<file path="config.mk">
export PLATFORM = sky130hd
export DESIGN_NAME = stsfs_seq_rx_flat
export DESIGN_NICKNAME = d
export VERILOG_FILES = /design/src/shared/stsfs_pkg.sv /design/src/shared/stsfs_link_if.sv /design/src/rtl/stsfs_seq_rx.sv /design/src/rtl/stsfs_frame_counter.sv /design/src/flat_wrapper.sv
export VERILOG_INCLUDE_DIRS = /design/src /design/src/shared
export SDC_FILE = /design/constraint.sdc
export NUM_CORES = 1
export LEC_CHECK = 0
export BUFFER_PORTS_ARGS = -buffer_cell sky130_fd_sc_hd__buf_2
export CAP_MARGIN = 20
export CORE_MARGIN = 4
export CORE_UTILIZATION = 30
export CTS_CLUSTER_SIZE = 20
export DETAILED_ROUTE_END_ITERATION = 6
export GPL_TIMING_DRIVEN = 0
export PLACE_DENSITY_LB_ADDON = 0.08
export SLEW_MARGIN = 30
export SYNTH_ARGS = -nofsm -noshare
export SYNTH_HDL_FRONTEND = slang
export SYNTH_SLANG_ARGS = --single-unit
</file>
<file path="constraint.sdc">
create_clock -name clk_in -period 10.7 [get_ports clk_in]
set_input_delay 1.07 -clock clk_in [delete_from_list [all_inputs] [get_ports clk_in]]
set_output_delay 1.07 -clock clk_in [all_outputs]
set_load 0.03 [all_outputs]
</file>
<file path="src/shared/stsfs_defines.svh">
// Frame geometry, pointer codes and timing constants for the STS-1 frame sequencer
`ifndef STSFS_DEFINES_SVH
`define STSFS_DEFINES_SVH

// Frame geometry
`define STSFS_FRAME_BYTES 10'h32A
`define STSFS_FRAME_BITS 13'h1950
`define STSFS_ROWS 4'h9
`define STSFS_COLS 7'h5A
`define STSFS_LAST_ROW 4'h8
`define STSFS_LAST_COL 7'h59
`define STSFS_TOH_COLS 7'h03
`define STSFS_EC_COLS 7'h57
`define STSFS_EC_LAST_COL 7'h56
`define STSFS_EC_BYTES 10'h30F

// Pointer bytes sit in row four, columns one to three (zero based row 3)
`define STSFS_PTR_ROW 4'h3
`define STSFS_H1_COL 7'h00
`define STSFS_H2_COL 7'h01
`define STSFS_H3_COL 7'h02
`define STSFS_PTR_MAX 10'h30E

// Pointer word field codes
`define STSFS_NDF_NORMAL 4'h6
`define STSFS_NDF_SET 4'h9
`define STSFS_H3_IDLE 8'h00
`define STSFS_I_MASK 10'h2AA
`define STSFS_D_MASK 10'h155

// Framing pattern bytes and idle overhead
`define STSFS_FRAME_A1 8'hF6
`define STSFS_FRAME_A2 8'h28
`define STSFS_TOH_IDLE 8'h00

// Timing: 8000 frames per second on a 40 MHz clock
`define STSFS_CLK_HZ 32'h0262_5A00
`define STSFS_FRAME_RATE_HZ 32'h0000_1F40
`define STSFS_FRAME_CYCLES (`STSFS_CLK_HZ / `STSFS_FRAME_RATE_HZ)

`endif

</file>
<file path="src/shared/stsfs_pkg.sv">
// Types and shared helper functions for the STS-1 frame sequencer
`include "stsfs_defines.svh"

package stsfs_pkg;

  typedef logic [3:0] stsfs_row_t;
  typedef logic [6:0] stsfs_col_t;
  typedef logic [9:0] stsfs_ptr_t;
  typedef logic [7:0] stsfs_byte_t;

  typedef enum logic [0:0] {
    STSFS_PTR_ACQ = 1'b0,
    STSFS_PTR_LOCK = 1'b1
  } stsfs_ptr_state_e;

  // Byte lies in the transport overhead columns
  function automatic logic stsfs_is_toh(input stsfs_col_t col);
    return col < `STSFS_TOH_COLS;
  endfunction : stsfs_is_toh

  // Byte is one of the pointer bytes at the given column
  function automatic logic stsfs_is_ptr_byte(input stsfs_row_t row, input stsfs_col_t col,
                                             input stsfs_col_t which);
    return (row == `STSFS_PTR_ROW) && (col == which);
  endfunction : stsfs_is_ptr_byte

  // Offset of an envelope byte counted from the byte after the action byte
  function automatic stsfs_ptr_t stsfs_ec_index(input stsfs_row_t row, input stsfs_col_t col);
    logic [3:0] r;
    logic [9:0] prod;
    r = (row >= `STSFS_PTR_ROW) ? 4'(row - `STSFS_PTR_ROW) : 4'(row + 4'h6);
    prod = 10'(r * `STSFS_EC_COLS);
    return 10'(prod + 10'(col) - 10'(`STSFS_TOH_COLS));
  endfunction : stsfs_ec_index

  // Ones count of a pointer sized word
  function automatic logic [3:0] stsfs_ones(input stsfs_ptr_t v);
    logic [3:0] n;
    n = 4'h0;
    for (int i = 0; i < 10; i++) begin
      n = 4'(n + 4'(v[i]));
    end
    return n;
  endfunction : stsfs_ones

endpackage : stsfs_pkg

</file>
<file path="src/shared/stsfs_link_if.sv">
// Byte stream link between a SONET network element and the frame sequencer
`timescale 1ns/1ps
`default_nettype none

interface stsfs_link_if (
  input wire logic clk,
  input wire logic rst_n
);
  logic [7:0] data;
  logic valid;
  logic sof;

  // Transmitting network element
  modport ne (
    input clk,
    input rst_n,
    output data,
    output valid,
    output sof
  );

  // Receiving sequencer
  modport seq (
    input clk,
    input rst_n,
    input data,
    input valid,
    input sof
  );
endinterface : stsfs_link_if

`default_nettype wire

</file>
<file path="src/rtl/stsfs_seq_rx.sv">
// Receiving sequencer end: tracks byte position, classifies bytes, follows the pointer
`timescale 1ns/1ps
`default_nettype none
`include "stsfs_defines.svh"

// Functional notes
// - Frame holds exactly 810 bytes, 6480 bits.
// - Index bytes as 9 rows of 90.
// - Frames repeat 8000 times per second.
// - Frame starts row one column one, ends row nine column ninety.
// - Top row first, left to right.
// - After last column, next row's first byte.
// - Next frame follows last byte without gap.
// - First three columns are transport overhead.
// - Recognise pointer bytes and pointer action byte.
// - Pointer locates envelope start in capacity.
// - Report pointer adjustments and new data flags.
// - Other 87 columns are envelope capacity.
// - Track floating 87 by 9 envelope.
// - Envelope first column path overhead, rest payload.
module stsfs_seq_rx
  import stsfs_pkg::*;
(
  input wire logic clk_in,
  input wire logic rst_n_in,
  stsfs_link_if.seq link,
  output logic [7:0] byte_out,
  output logic byte_valid_out,
  output logic sof_out,
  output logic [3:0] row_out,
  output logic [6:0] col_out,
  output logic toh_out,
  output logic h1_out,
  output logic h2_out,
  output logic h3_out,
  output logic envelope_out,
  output logic poh_out,
  output logic payload_out,
  output logic ptr_locked_out,
  output logic [9:0] ptr_out,
  output logic inc_out,
  output logic dec_out,
  output logic ndf_out,
  output logic frame_err_out
);

  stsfs_row_t cnt_row;
  stsfs_col_t cnt_col;
  stsfs_row_t cur_row;
  stsfs_col_t cur_col;
  logic take;
  logic restart;
  logic cur_toh;
  logic cur_h1;
  logic cur_h2;
  logic cur_h3;
  logic cur_env;
  stsfs_ptr_t cur_ec;
  stsfs_byte_t h1_hold;
  stsfs_ptr_state_e ptr_state;
  stsfs_ptr_state_e next_ptr_state;
  stsfs_ptr_t ptr;
  stsfs_ptr_t next_ptr;
  stsfs_ptr_t rx_value;
  logic [3:0] rx_ndf;
  logic ndf_set;
  logic ndf_norm;
  logic value_ok;
  logic inc_ev;
  logic dec_ev;
  logic ndf_ev;
  logic ptr_load;
  stsfs_col_t spe_col;
  stsfs_col_t cur_spe_col;
  logic spe_found;
  logic j1_hit;
  logic cur_poh;
  logic spe_now;

  // New data flag majority: at least three of four bits match
  function automatic logic ndf_match(input logic [3:0] f, input logic [3:0] code);
    logic [3:0] same;
    same = ~(f ^ code);
    return 3'(same[0]) + 3'(same[1]) + 3'(same[2]) + 3'(same[3]) >= 3'h3;
  endfunction : ndf_match

  ////////////////////////////////////////////////////////////////////////////
  // Position tracking; a start marker realigns to the origin
  assign take = link.valid;
  assign restart = link.valid && link.sof;
  assign cur_row = restart ? 4'h0 : cnt_row;
  assign cur_col = restart ? 7'h00 : cnt_col;

  stsfs_frame_counter u_cnt (
    .clk_in(clk_in),
    .rst_n_in(rst_n_in),
    .adv_in(take),
    .restart_in(restart),
    .row_out(cnt_row),
    .col_out(cnt_col),
    .wrap_out()
  );

  ////////////////////////////////////////////////////////////////////////////
  // Byte classification by position
  assign cur_toh = stsfs_is_toh(cur_col);
  assign cur_env = !cur_toh;
  assign cur_h1 = stsfs_is_ptr_byte(cur_row, cur_col, `STSFS_H1_COL);
  assign cur_h2 = stsfs_is_ptr_byte(cur_row, cur_col, `STSFS_H2_COL);
  assign cur_h3 = stsfs_is_ptr_byte(cur_row, cur_col, `STSFS_H3_COL);
  assign cur_ec = stsfs_ec_index(cur_row, cur_col);

  // Hold the first pointer byte until its partner arrives
  always_ff @(posedge clk_in) begin
    if (!rst_n_in) begin
      h1_hold <= 8'h00;
    end else if (take && cur_h1) begin
      h1_hold <= link.data;
    end
  end

  ////////////////////////////////////////////////////////////////////////////
  // Pointer interpretation at the second pointer byte
  assign rx_value = {h1_hold[1:0], link.data};
  assign rx_ndf = h1_hold[7:4];
  assign ndf_set = ndf_match(rx_ndf, `STSFS_NDF_SET);
  assign ndf_norm = ndf_match(rx_ndf, `STSFS_NDF_NORMAL);
  assign value_ok = rx_value <= `STSFS_PTR_MAX;

  always_comb begin
    next_ptr_state = ptr_state;
    next_ptr = ptr;
    inc_ev = 1'b0;
    dec_ev = 1'b0;
    ndf_ev = 1'b0;
    ptr_load = 1'b0;
    if (take && cur_h2) begin
      unique case (ptr_state)
        STSFS_PTR_ACQ: begin
          if ((ndf_set || ndf_norm) && value_ok) begin
            next_ptr = rx_value;
            next_ptr_state = STSFS_PTR_LOCK;
            ndf_ev = ndf_set;
            ptr_load = 1'b1;
          end
        end
        STSFS_PTR_LOCK: begin
          if (ndf_set && value_ok) begin
            next_ptr = rx_value;
            ndf_ev = 1'b1;
            ptr_load = 1'b1;
          end else if (ndf_norm &&
                       stsfs_ones((rx_value ^ ptr) & `STSFS_I_MASK) >= 4'h3) begin
            next_ptr = (ptr == `STSFS_PTR_MAX) ? 10'h000 : 10'(ptr + 10'h001);
            inc_ev = 1'b1;
            ptr_load = 1'b1;
          end else if (ndf_norm &&
                       stsfs_ones((rx_value ^ ptr) & `STSFS_D_MASK) >= 4'h3) begin
            next_ptr = (ptr == 10'h000) ? `STSFS_PTR_MAX : 10'(ptr - 10'h001);
            dec_ev = 1'b1;
            ptr_load = 1'b1;
          end
        end
      endcase
    end
  end

  // Pointer state and value
  always_ff @(posedge clk_in) begin
    if (!rst_n_in) begin
      ptr_state <= STSFS_PTR_ACQ;
      ptr <= 10'h000;
    end else begin
      ptr_state <= next_ptr_state;
      ptr <= next_ptr;
    end
  end

  ////////////////////////////////////////////////////////////////////////////
  // Floating envelope column tracking
  assign j1_hit = (ptr_state == STSFS_PTR_LOCK) && cur_env && (cur_ec == ptr);
  assign cur_spe_col = j1_hit ? 7'h00 : spe_col;
  // Envelope start seen since the last pointer load, this byte included
  assign spe_now = j1_hit || spe_found;
  assign cur_poh = spe_now && cur_env && (cur_spe_col == 7'h00);

  always_ff @(posedge clk_in) begin
    if (!rst_n_in) begin
      spe_col <= 7'h00;
      spe_found <= 1'b0;
    end else if (ptr_load) begin
      spe_found <= 1'b0;
    end else if (take && cur_env) begin
      spe_found <= spe_now;
      spe_col <= (cur_spe_col == `STSFS_EC_LAST_COL) ? 7'h00 : 7'(cur_spe_col + 7'h01);
    end
  end

  ////////////////////////////////////////////////////////////////////////////
  // Registered per-byte outputs
  always_ff @(posedge clk_in) begin
    if (!rst_n_in) begin
      byte_out <= 8'h00;
      byte_valid_out <= 1'b0;
      sof_out <= 1'b0;
      row_out <= 4'h0;
      col_out <= 7'h00;
      toh_out <= 1'b0;
      h1_out <= 1'b0;
      h2_out <= 1'b0;
      h3_out <= 1'b0;
      envelope_out <= 1'b0;
      poh_out <= 1'b0;
      payload_out <= 1'b0;
    end else begin
      byte_out <= take ? link.data : 8'h00;
      byte_valid_out <= take;
      sof_out <= take && cur_row == 4'h0 && cur_col == 7'h00;
      row_out <= cur_row;
      col_out <= cur_col;
      toh_out <= take && cur_toh;
      h1_out <= take && cur_h1;
      h2_out <= take && cur_h2;
      h3_out <= take && cur_h3;
      envelope_out <= take && cur_env;
      poh_out <= take && cur_poh;
      payload_out <= take && cur_env && spe_now && !cur_poh;
    end
  end

  // Pointer status and event pulses
  always_ff @(posedge clk_in) begin
    if (!rst_n_in) begin
      ptr_locked_out <= 1'b0;
      ptr_out <= 10'h000;
      inc_out <= 1'b0;
      dec_out <= 1'b0;
      ndf_out <= 1'b0;
    end else begin
      ptr_locked_out <= next_ptr_state == STSFS_PTR_LOCK;
      ptr_out <= next_ptr;
      inc_out <= inc_ev;
      dec_out <= dec_ev;
      ndf_out <= ndf_ev;
    end
  end

  // Frame length check: start marker only at the origin, and never missing there
  always_ff @(posedge clk_in) begin
    if (!rst_n_in) begin
      frame_err_out <= 1'b0;
    end else begin
      frame_err_out <= take && ((link.sof && (cnt_row != 4'h0 || cnt_col != 7'h00)) ||
                                (!link.sof && cnt_row == 4'h0 && cnt_col == 7'h00));
    end
  end

endmodule : stsfs_seq_rx

`default_nettype wire

</file>
<file path="src/rtl/stsfs_frame_counter.sv">
// Row and column position counter for the 9 by 90 byte frame array
`timescale 1ns/1ps
`default_nettype none
`include "stsfs_defines.svh"

module stsfs_frame_counter
  import stsfs_pkg::*;
(
  input wire logic clk_in,
  input wire logic rst_n_in,
  input wire logic adv_in,
  input wire logic restart_in,
  output logic [3:0] row_out,
  output logic [6:0] col_out,
  output logic wrap_out
);

  ////////////////////////////////////////////////////////////////////////////
  // Position register, row one column one after reset
  always_ff @(posedge clk_in) begin
    if (!rst_n_in) begin
      row_out <= 4'h0;
      col_out <= 7'h00;
    end else if (adv_in) begin
      if (restart_in) begin
        row_out <= 4'h0;
        col_out <= 7'h01;
      end else if (col_out == `STSFS_LAST_COL) begin
        col_out <= 7'h00;
        row_out <= (row_out == `STSFS_LAST_ROW) ? 4'h0 : 4'(row_out + 4'h1);
      end else begin
        col_out <= 7'(col_out + 7'h01);
      end
    end
  end

  // Last byte of the frame
  assign wrap_out = (row_out == `STSFS_LAST_ROW) && (col_out == `STSFS_LAST_COL);

endmodule : stsfs_frame_counter

`default_nettype wire

</file>
<file path="src/flat_wrapper.sv">
// flat-port wrapper written by rule: the top's interface ports become plain ports
module stsfs_seq_rx_flat import stsfs_pkg::*;
  (clk_in, rst_n_in, byte_out, byte_valid_out, sof_out, row_out, col_out, toh_out, h1_out, h2_out, h3_out, envelope_out, poh_out, payload_out, ptr_locked_out, ptr_out, inc_out, dec_out, ndf_out, frame_err_out, clk, rst_n, link_data, link_valid, link_sof);
  stsfs_link_if link_i (.clk(clk), .rst_n(rst_n));
  input wire logic clk_in;
  input wire logic rst_n_in;
  output logic [7:0] byte_out;
  output logic byte_valid_out;
  output logic sof_out;
  output logic [3:0] row_out;
  output logic [6:0] col_out;
  output logic toh_out;
  output logic h1_out;
  output logic h2_out;
  output logic h3_out;
  output logic envelope_out;
  output logic poh_out;
  output logic payload_out;
  output logic ptr_locked_out;
  output logic [9:0] ptr_out;
  output logic inc_out;
  output logic dec_out;
  output logic ndf_out;
  output logic frame_err_out;
  input wire logic clk;
  input wire logic rst_n;
  input wire logic [$bits(link_i.data)-1:0] link_data;
  input wire logic [$bits(link_i.valid)-1:0] link_valid;
  input wire logic [$bits(link_i.sof)-1:0] link_sof;
  assign link_i.data = link_data;
  assign link_i.valid = link_valid;
  assign link_i.sof = link_sof;
  stsfs_seq_rx u_core (.clk_in(clk_in), .rst_n_in(rst_n_in), .link(link_i), .byte_out(byte_out), .byte_valid_out(byte_valid_out), .sof_out(sof_out), .row_out(row_out), .col_out(col_out), .toh_out(toh_out), .h1_out(h1_out), .h2_out(h2_out), .h3_out(h3_out), .envelope_out(envelope_out), .poh_out(poh_out), .payload_out(payload_out), .ptr_locked_out(ptr_locked_out), .ptr_out(ptr_out), .inc_out(inc_out), .dec_out(dec_out), .ndf_out(ndf_out), .frame_err_out(frame_err_out));
endmodule
</file>
==> run_results.csv, run 1 <==
group,metric,value,unit
cts,clk_pin_slew,50,ps
drt,first_pass_iters,4,
synthesis,syn_inst,549,
hold_path,hold_depth,2,
finish,post-route-util,36.4,%
finish,final_cell_mix,"68 x dfxtp_1, 61 x buf_2, 51 x inv_1",
cts,cts_inserted_buffers,9,
power,p_sw_share,24.6,%
sta,finalHoldViolCount,0,
global_routing,grt_start_max_net_pins,12,
setup_path,crit_buf_inv,9,
power,combPwrFrac,12.2,%
power,peakVddDrop,0.0726,mV
synthesis,synth.area.top_cells,"dfxtp_1 29%, ha_1 11%, fa_1 7.7%, inv_1 4.1%, xor2_1 3.7%",
sta,fin_ws,3520,ps
cts,cts_tree,"yes",
die,fp.dieH,133,um
placement,port-buffer-count,53,
global_routing,antenna_found_initial,0,
finish,num-fill-cells,1614,
setup_path,critical-path-top-delay-family,"adder cells",
die,boundaryPins,57,
global_routing,grt_pass1_vias,4200,
setup_path,r2r_cells,29,
synthesis,syn-num-nets,623,
finish,antenna_cells,0,
synthesis,syn_area,0.00470,mm^2
placement,globalplace.congestion,0.849,
power,p_int,0.504,mW
sta,rsz0062_at_grt,"no",
synthesis,ys_types,61,
finish,drive_above_1_share,15.2,%
power,p_leak,2.46,nW
sta,fmax,0.139,GHz
sta,slew_viol_final,0,
finish,syn_to_final_growth,18.2,%
cts,cts_resized,0,
setup_path,crit_path_end_kind,"flip-flop",
synthesis,synth_edf_count,0,
synthesis,ys_ff_latch,68,
setup_path,cp.required,10930,ps
die,die_width,133,um
cts,post_cts_buffers,0,
die,start_util,30.8,%
cts,cts_hold_buf,0,
drt,wl,13300,um
sta,hold_slack,465,ps
drt,ant_nets,0,
die,fp.coreArea,0.0153,mm^2
synthesis,ys.flop_type,"dfxtp_1",
flow_run,maxCapViolations,0,
power,power.share.clock,48.9,%
setup_path,cp_num_cells,31,
finish,multi_input_area,0.00299,mm^2
cts,cts.sinks,68,
synthesis,ys_seq_area_share,28.9,%
cts,clkLatencyLatePin,340,ps
drt,drc,0,
power,finalPower,0.669,mW
synthesis,post-synth-top-area-fraction,28.9,%
finish,final_common_cell,"dfxtp_1",
hold_path,hold_path.class,"flip-flop to flip-flop",
sta,slew_headroom,41.4,%
finish,num-nets-final,687,
finish,regArea,0.00136,mm^2
cts,cts-root-buf,"clkbuf_16",
die,die-area,0.0177,mm^2
sta,tightest_slew,871,ps
setup_path,crit_path_max_fanout,10,
power,p_sw,0.165,mW
synthesis,syn-mean-instance-area,8.57,um^2
global_routing,grt_pass1_wl,21900,um
sta,period_share,67.1,%
synthesis,ys_warn_count,0,
power,seqPwrFrac,38.9,%
sta,finalSetupTns,0,ps
drt,via_per_inst,4.90,
sta,final.setup_skew,11.7,ps
global_routing,grt-ovfl-total,0,
placement,dp_hpwl,10200,um
sta,period_minus_slack,7180,ps
setup_path,max_stage_delay,590,ps
run_status,outcome,"finished, final reports clean",
setup_path,cpMostUsedCell,"inv_1",
drt,wl_per_cell,16.0,um
cts,cts_max_path_buffers,2,
synthesis,synth.largest_area_cell,"dfxtp_1",
setup_path,cp-start-kind,"primary input",
drt,vias,4059,
setup_path,crit_type,"primary input to flip-flop",
drt,drt_iter0_markers,217,
placement,post-place-ws,3040,ps
setup_path,slowest_stage,"o21ai_0",
sta,setup_viol,0,
setup_path,crit_arrival,7410,ps
synthesis,async_flop_share,0,%
die,num_rows,45,
global_routing,grt_usage,15.4,%
cts,htreeDepth,3,
setup_path,reg2reg_slack,4030,ps
power,power.density,120,mW/mm^2
registers in the layout, indices dropped and copies added (netlist names), 4 cells and up:
register and cells:
u_core.byte_out 8, u_core.col_out 7, u_core.h1_hold 6, u_core.ptr_out 10, u_core.row_out 4, u_core.spe_col 7, u_core.u_cnt.col_out 7, u_core.u_cnt.row_out 4
per-layer routing:
metal	global-route usage, %	up-vias	share of wire [%]	routed length, um
met2	25.6	97	49	6430
met3	3.81	17	4.1	549
li1	-	2026	-	-
met4	4.74	0	1.9	248
met5	0	-	0	0
met1	19.9	1919	45	6030
tightest hold or removal path, cell delays in order (launching register included):
cell and delay (ps):
dfxtp_1 310, nand2_1 50, a21oi_1 50
per-stage QoR:
stage | cell area, um^2 | cells
2_1_floorplan | 4700 | 549
3_3_place_gp | 5230 | 813
3_5_place_dp | 5230 | 813
4_1_cts | 5560 | 828
5_1_grt | 5560 | 828
6_report | 5560 | 828
final cells by class:
type | instances | area share [%]
tap | 211 | 4.75
buffer | 31 | 2.84
inverter | 53 | 3.58
clock inverter | 4 | 1.31
timing repair buffer | 53 | 4.77
sequential | 68 | 24.5
clock buffer | 11 | 4.55
multi-input combinational | 397 | 53.7
synth_stat cells (all sizes together), types with 10 or more instances:
library cell / instances
a21oi: 30
a31oi: 11
and2: 11
and3: 18
buf: 12
clkbuf: 19
dfxtp: 68
fa: 18
ha: 42
inv: 51
nand2: 34
nand3: 17
nand4: 10
nor2: 46
nor3: 13
o21ai: 25
xnor2: 19
xor2: 20
path summary, 6_finish.rpt:
| path | from | endpoint |
|---|---|---|
| setup / recovery | link_sof | u_core.spe_col[4] |
| hold / removal | u_core.spe_col[1] | u_core.spe_col[1] |
| setup reg to reg | u_core.u_cnt.row_out[0] | u_core.spe_col[4] |
| hold reg to reg | u_core.spe_col[1] | u_core.spe_col[1] |
power by group through the flow:
stage          Combinational [mW]  Clock (mW)  Sequential [mW]
2_1_floorplan              0.0548           0            0.270
3_3_place_gp               0.0821           0            0.266
3_5_place_dp               0.0826           0            0.266
4_1_cts                    0.0831       0.338            0.260
5_1_grt                    0.0942       0.348            0.261
6_report                   0.0814       0.327            0.260
kinds of logic (layout without fill, tap and decap cells):
| logic type | count (synthesis) | after routing | share of synthesized area, % |
|---|---|---|---|
| flip-flops | 68 | 68 | 28.9 |
| XOR/XNOR | 39 | 39 | 7.26 |
| adder cells (fa/ha/maj) | 60 | 60 | 18.8 |
| buffers and inverters | 84 | 152 | 7.58 |
| multiplexers | 10 | 10 | 2.15 |
| AO/OA/AOI/OAI | 107 | 107 | 15.0 |
| AND/OR/NAND/NOR | 181 | 181 | 20.3 |
No activity file was read; power rests on OpenSTA's default activity.
==> run 2, diff against run 1 <==
- ABC_AREA: default -> 1
- clock period: 10.7 -> 6.8 ns (I/O delays scaled with it)
==> run_results.csv, run 2 <==
group,metric,value,unit
global_routing,grt_usage,14.9,%
cts,cts_inserted_buffers,9,
synthesis,synthXorXnorAreaFrac,4.65,%
setup_path,crit_type,"primary input to flip-flop",
die,start_util,30.7,%
synthesis,ys_warn_count,0,
power,power.density,175,mW/mm^2
global_routing,grt_start_max_net_pins,13,
setup_path,regToRegStartpoint,"u_core.u_cnt.row_out[0]",
synthesis,synth.area.top_cells,"dfxtp_1 28%, ha_1 11%, inv_1 9.1%, nand2_1 8.3%, fa_1 7.4%",
placement,port-buffer-count,53,
synthesis,synth_top_family_by_area,"simple AND/OR/NAND/NOR gates",
drt,vias,4329,
setup_path,crit_path_end_kind,"flip-flop",
synthesis,synth_edf_count,0,
finish,antenna_cells,0,
sta,period_minus_slack,6120,ps
sta,tightest_slew,636,ps
sta,fin_ws,678,ps
power,finalPower,1.00,mW
power,p_leak,2.81,nW
sta,setup_viol,0,
finish,largest-register,"u_core.ptr_out",
drt,ant_nets,0,
cts,cts-root-buf,"clkbuf_16",
die,fp.coreArea,0.0159,mm^2
finish,num-nets-final,794,
placement,globalplace.congestion,0.848,
cts,post_cts_buffers,0,
synthesis,syn-mean-instance-area,7.46,um^2
finish,drive_above_1_share,17.1,%
cts,cts.sinks,68,
cts,htreeDepth,3,
cts,cts_max_path_buffers,2,
die,num_rows,46,
global_routing,antenna_found_initial,0,
cts,cts_resized,0,
sta,slew_viol_final,0,
sta,finalSetupTns,0,ps
synthesis,syn_inst,656,
synthesis,synth.largest_area_cell,"dfxtp_1",
cts,cts_tree,"yes",
drt,first_pass_iters,4,
cts,cts_hold_buf,0,
synthesis,synth_compound_gate_area_share,11.7,%
sta,rsz0062_at_grt,"no",
setup_path,startpoint,"link_sof",
finish,fin_cells,941,
placement,dp_hpwl,10800,um
synthesis,post-synth-top-area-fraction,27.8,%
finish,final_cell_mix,"119 x inv_1, 108 x nand2_1, 68 x nor2_1, 68 x dfxtp_1, 58 x buf_2",
finish,reg.largest.list,"u_core.ptr_out (10), u_core.byte_out (8)",
setup_path,cp-start-kind,"primary input",
setup_path,slowest_stage,"fa_1",
cts,clkLatencyLatePin,340,ps
finish,syn_to_final_growth,17.1,%
placement,post-place-ws,285,ps
synthesis,ys.flop_type,"dfxtp_1",
placement,placed_cells,925,
global_routing,grt_pass1_vias,4180,
finish,largest_reg_flops,10,
synthesis,async_flop_share,0,%
setup_path,critical-path-top-delay-family,"adder cells",
global_routing,grt-ovfl-total,0,
flow_run,maxCapViolations,0,
synthesis,ys_ff_latch,68,
synthesis,synthSimpleGateAreaFrac,26.0,%
die,die-area,0.0184,mm^2
setup_path,crit_buf_inv,9,
setup_path,cp.required,7000,ps
sta,final.setup_skew,5.49,ps
drt,wl_per_cell,14.2,um
setup_path,max_stage_delay,570,ps
synthesis,synth-adder-area-share,18.1,%
power,peakVddDrop,0.117,mV
die,boundaryPins,57,
finish,final_common_cell,"inv_1",
synthesis,synth.area.mux_share,0,%
sta,slew_headroom,57.1,%
synthesis,syn-num-nets,730,
sta,fmax,0.163,GHz
sta,period_share,90.0,%
synthesis,ys_types,53,
synthesis,syn_area,0.00490,mm^2
global_routing,grt_pass1_wl,21400,um
drt,via_per_inst,4.60,
drt,drt_iter0_markers,168,
run_status,outcome,"finished, final reports clean",
hold_path,hold_start,"u_core.spe_found",
die,die_width,136,um
synthesis,ys_seq_area_share,27.8,%
sta,finalHoldViolCount,0,
die,fp.dieH,136,um
cts,clk_pin_slew,50,ps
hold_path,hold_path.class,"flip-flop to flip-flop",
drt,drc,0,
synthesis,yosysMostFrequentCell,"inv_1",
sta,hold_slack,473,ps
setup_path,crit_path_max_fanout,10,
setup_path,crit_arrival,6320,ps
drt,wl,13400,um
synthesis,synthTopCellsByCount,"119 x inv_1, 108 x nand2_1, 68 x dfxtp_1, 68 x nor2_1, 42 x ha_1",
## run 2: metal layers
layer  share of wire [%]  track usage [%]  wire (um)
met1                  48             19.9       6410
met2                  47             24.4       6330
met3                 3.9             3.19        520
met4                 1.1             3.92        146
met5                   0                0          0
## run 2: final timing paths
check                           slack (ps)  cells past startpoint                 to
worst max-delay path                   680                     34  u_core.spe_col[2]
worst min-delay path                   470                      2   u_core.spe_found
worst max register to register         950                     31  u_core.spe_col[2]
worst min register to register         470                      2   u_core.spe_found
## run 2: area by class of cell
class | instances | area, um^2
Multi-Input combinational cell | 445 | 2960
Sequential cell | 68 | 1360
Fill cell | 1756 | 10200
Clock inverter | 6 | 63.8
Tap cell | 216 | 270
Timing Repair Buffer | 53 | 265
Inverter | 129 | 487
Buffer | 14 | 86.3
Clock buffer | 10 | 239
## run 2: metrics by stage
stage                     cell area, um^2  util, %
after floorplan                      4900        -
after global placement               5430     34.1
after detailed placement             5430     34.1
after CTS                            5730     36.0
after global routing                 5730     36.0
final                                5730     36.0
## run 2: tightest hold or removal path: cells and delay by family (launching register included)
family                 cells  cell delay, ps
buffers and inverters      1              70
AO/OA/AOI/OAI              1              60
flip-flops                 1             290
## run 2: power by group
part	total, mW	switching (mW)	internal (mW)
registers	0.407	0.00307	0.404
clock network	0.475	0.182	0.293
logic	0.122	0.0809	0.0409
total	1.00	0.266	0.737
## run 2: logic make-up after synthesis
group | Yosys count
flip-flops | 68
adder cells (fa/ha/maj) | 60
AO/OA/AOI/OAI | 94
XOR/XNOR | 26
AND/OR/NAND/NOR | 265
buffers and inverters | 143
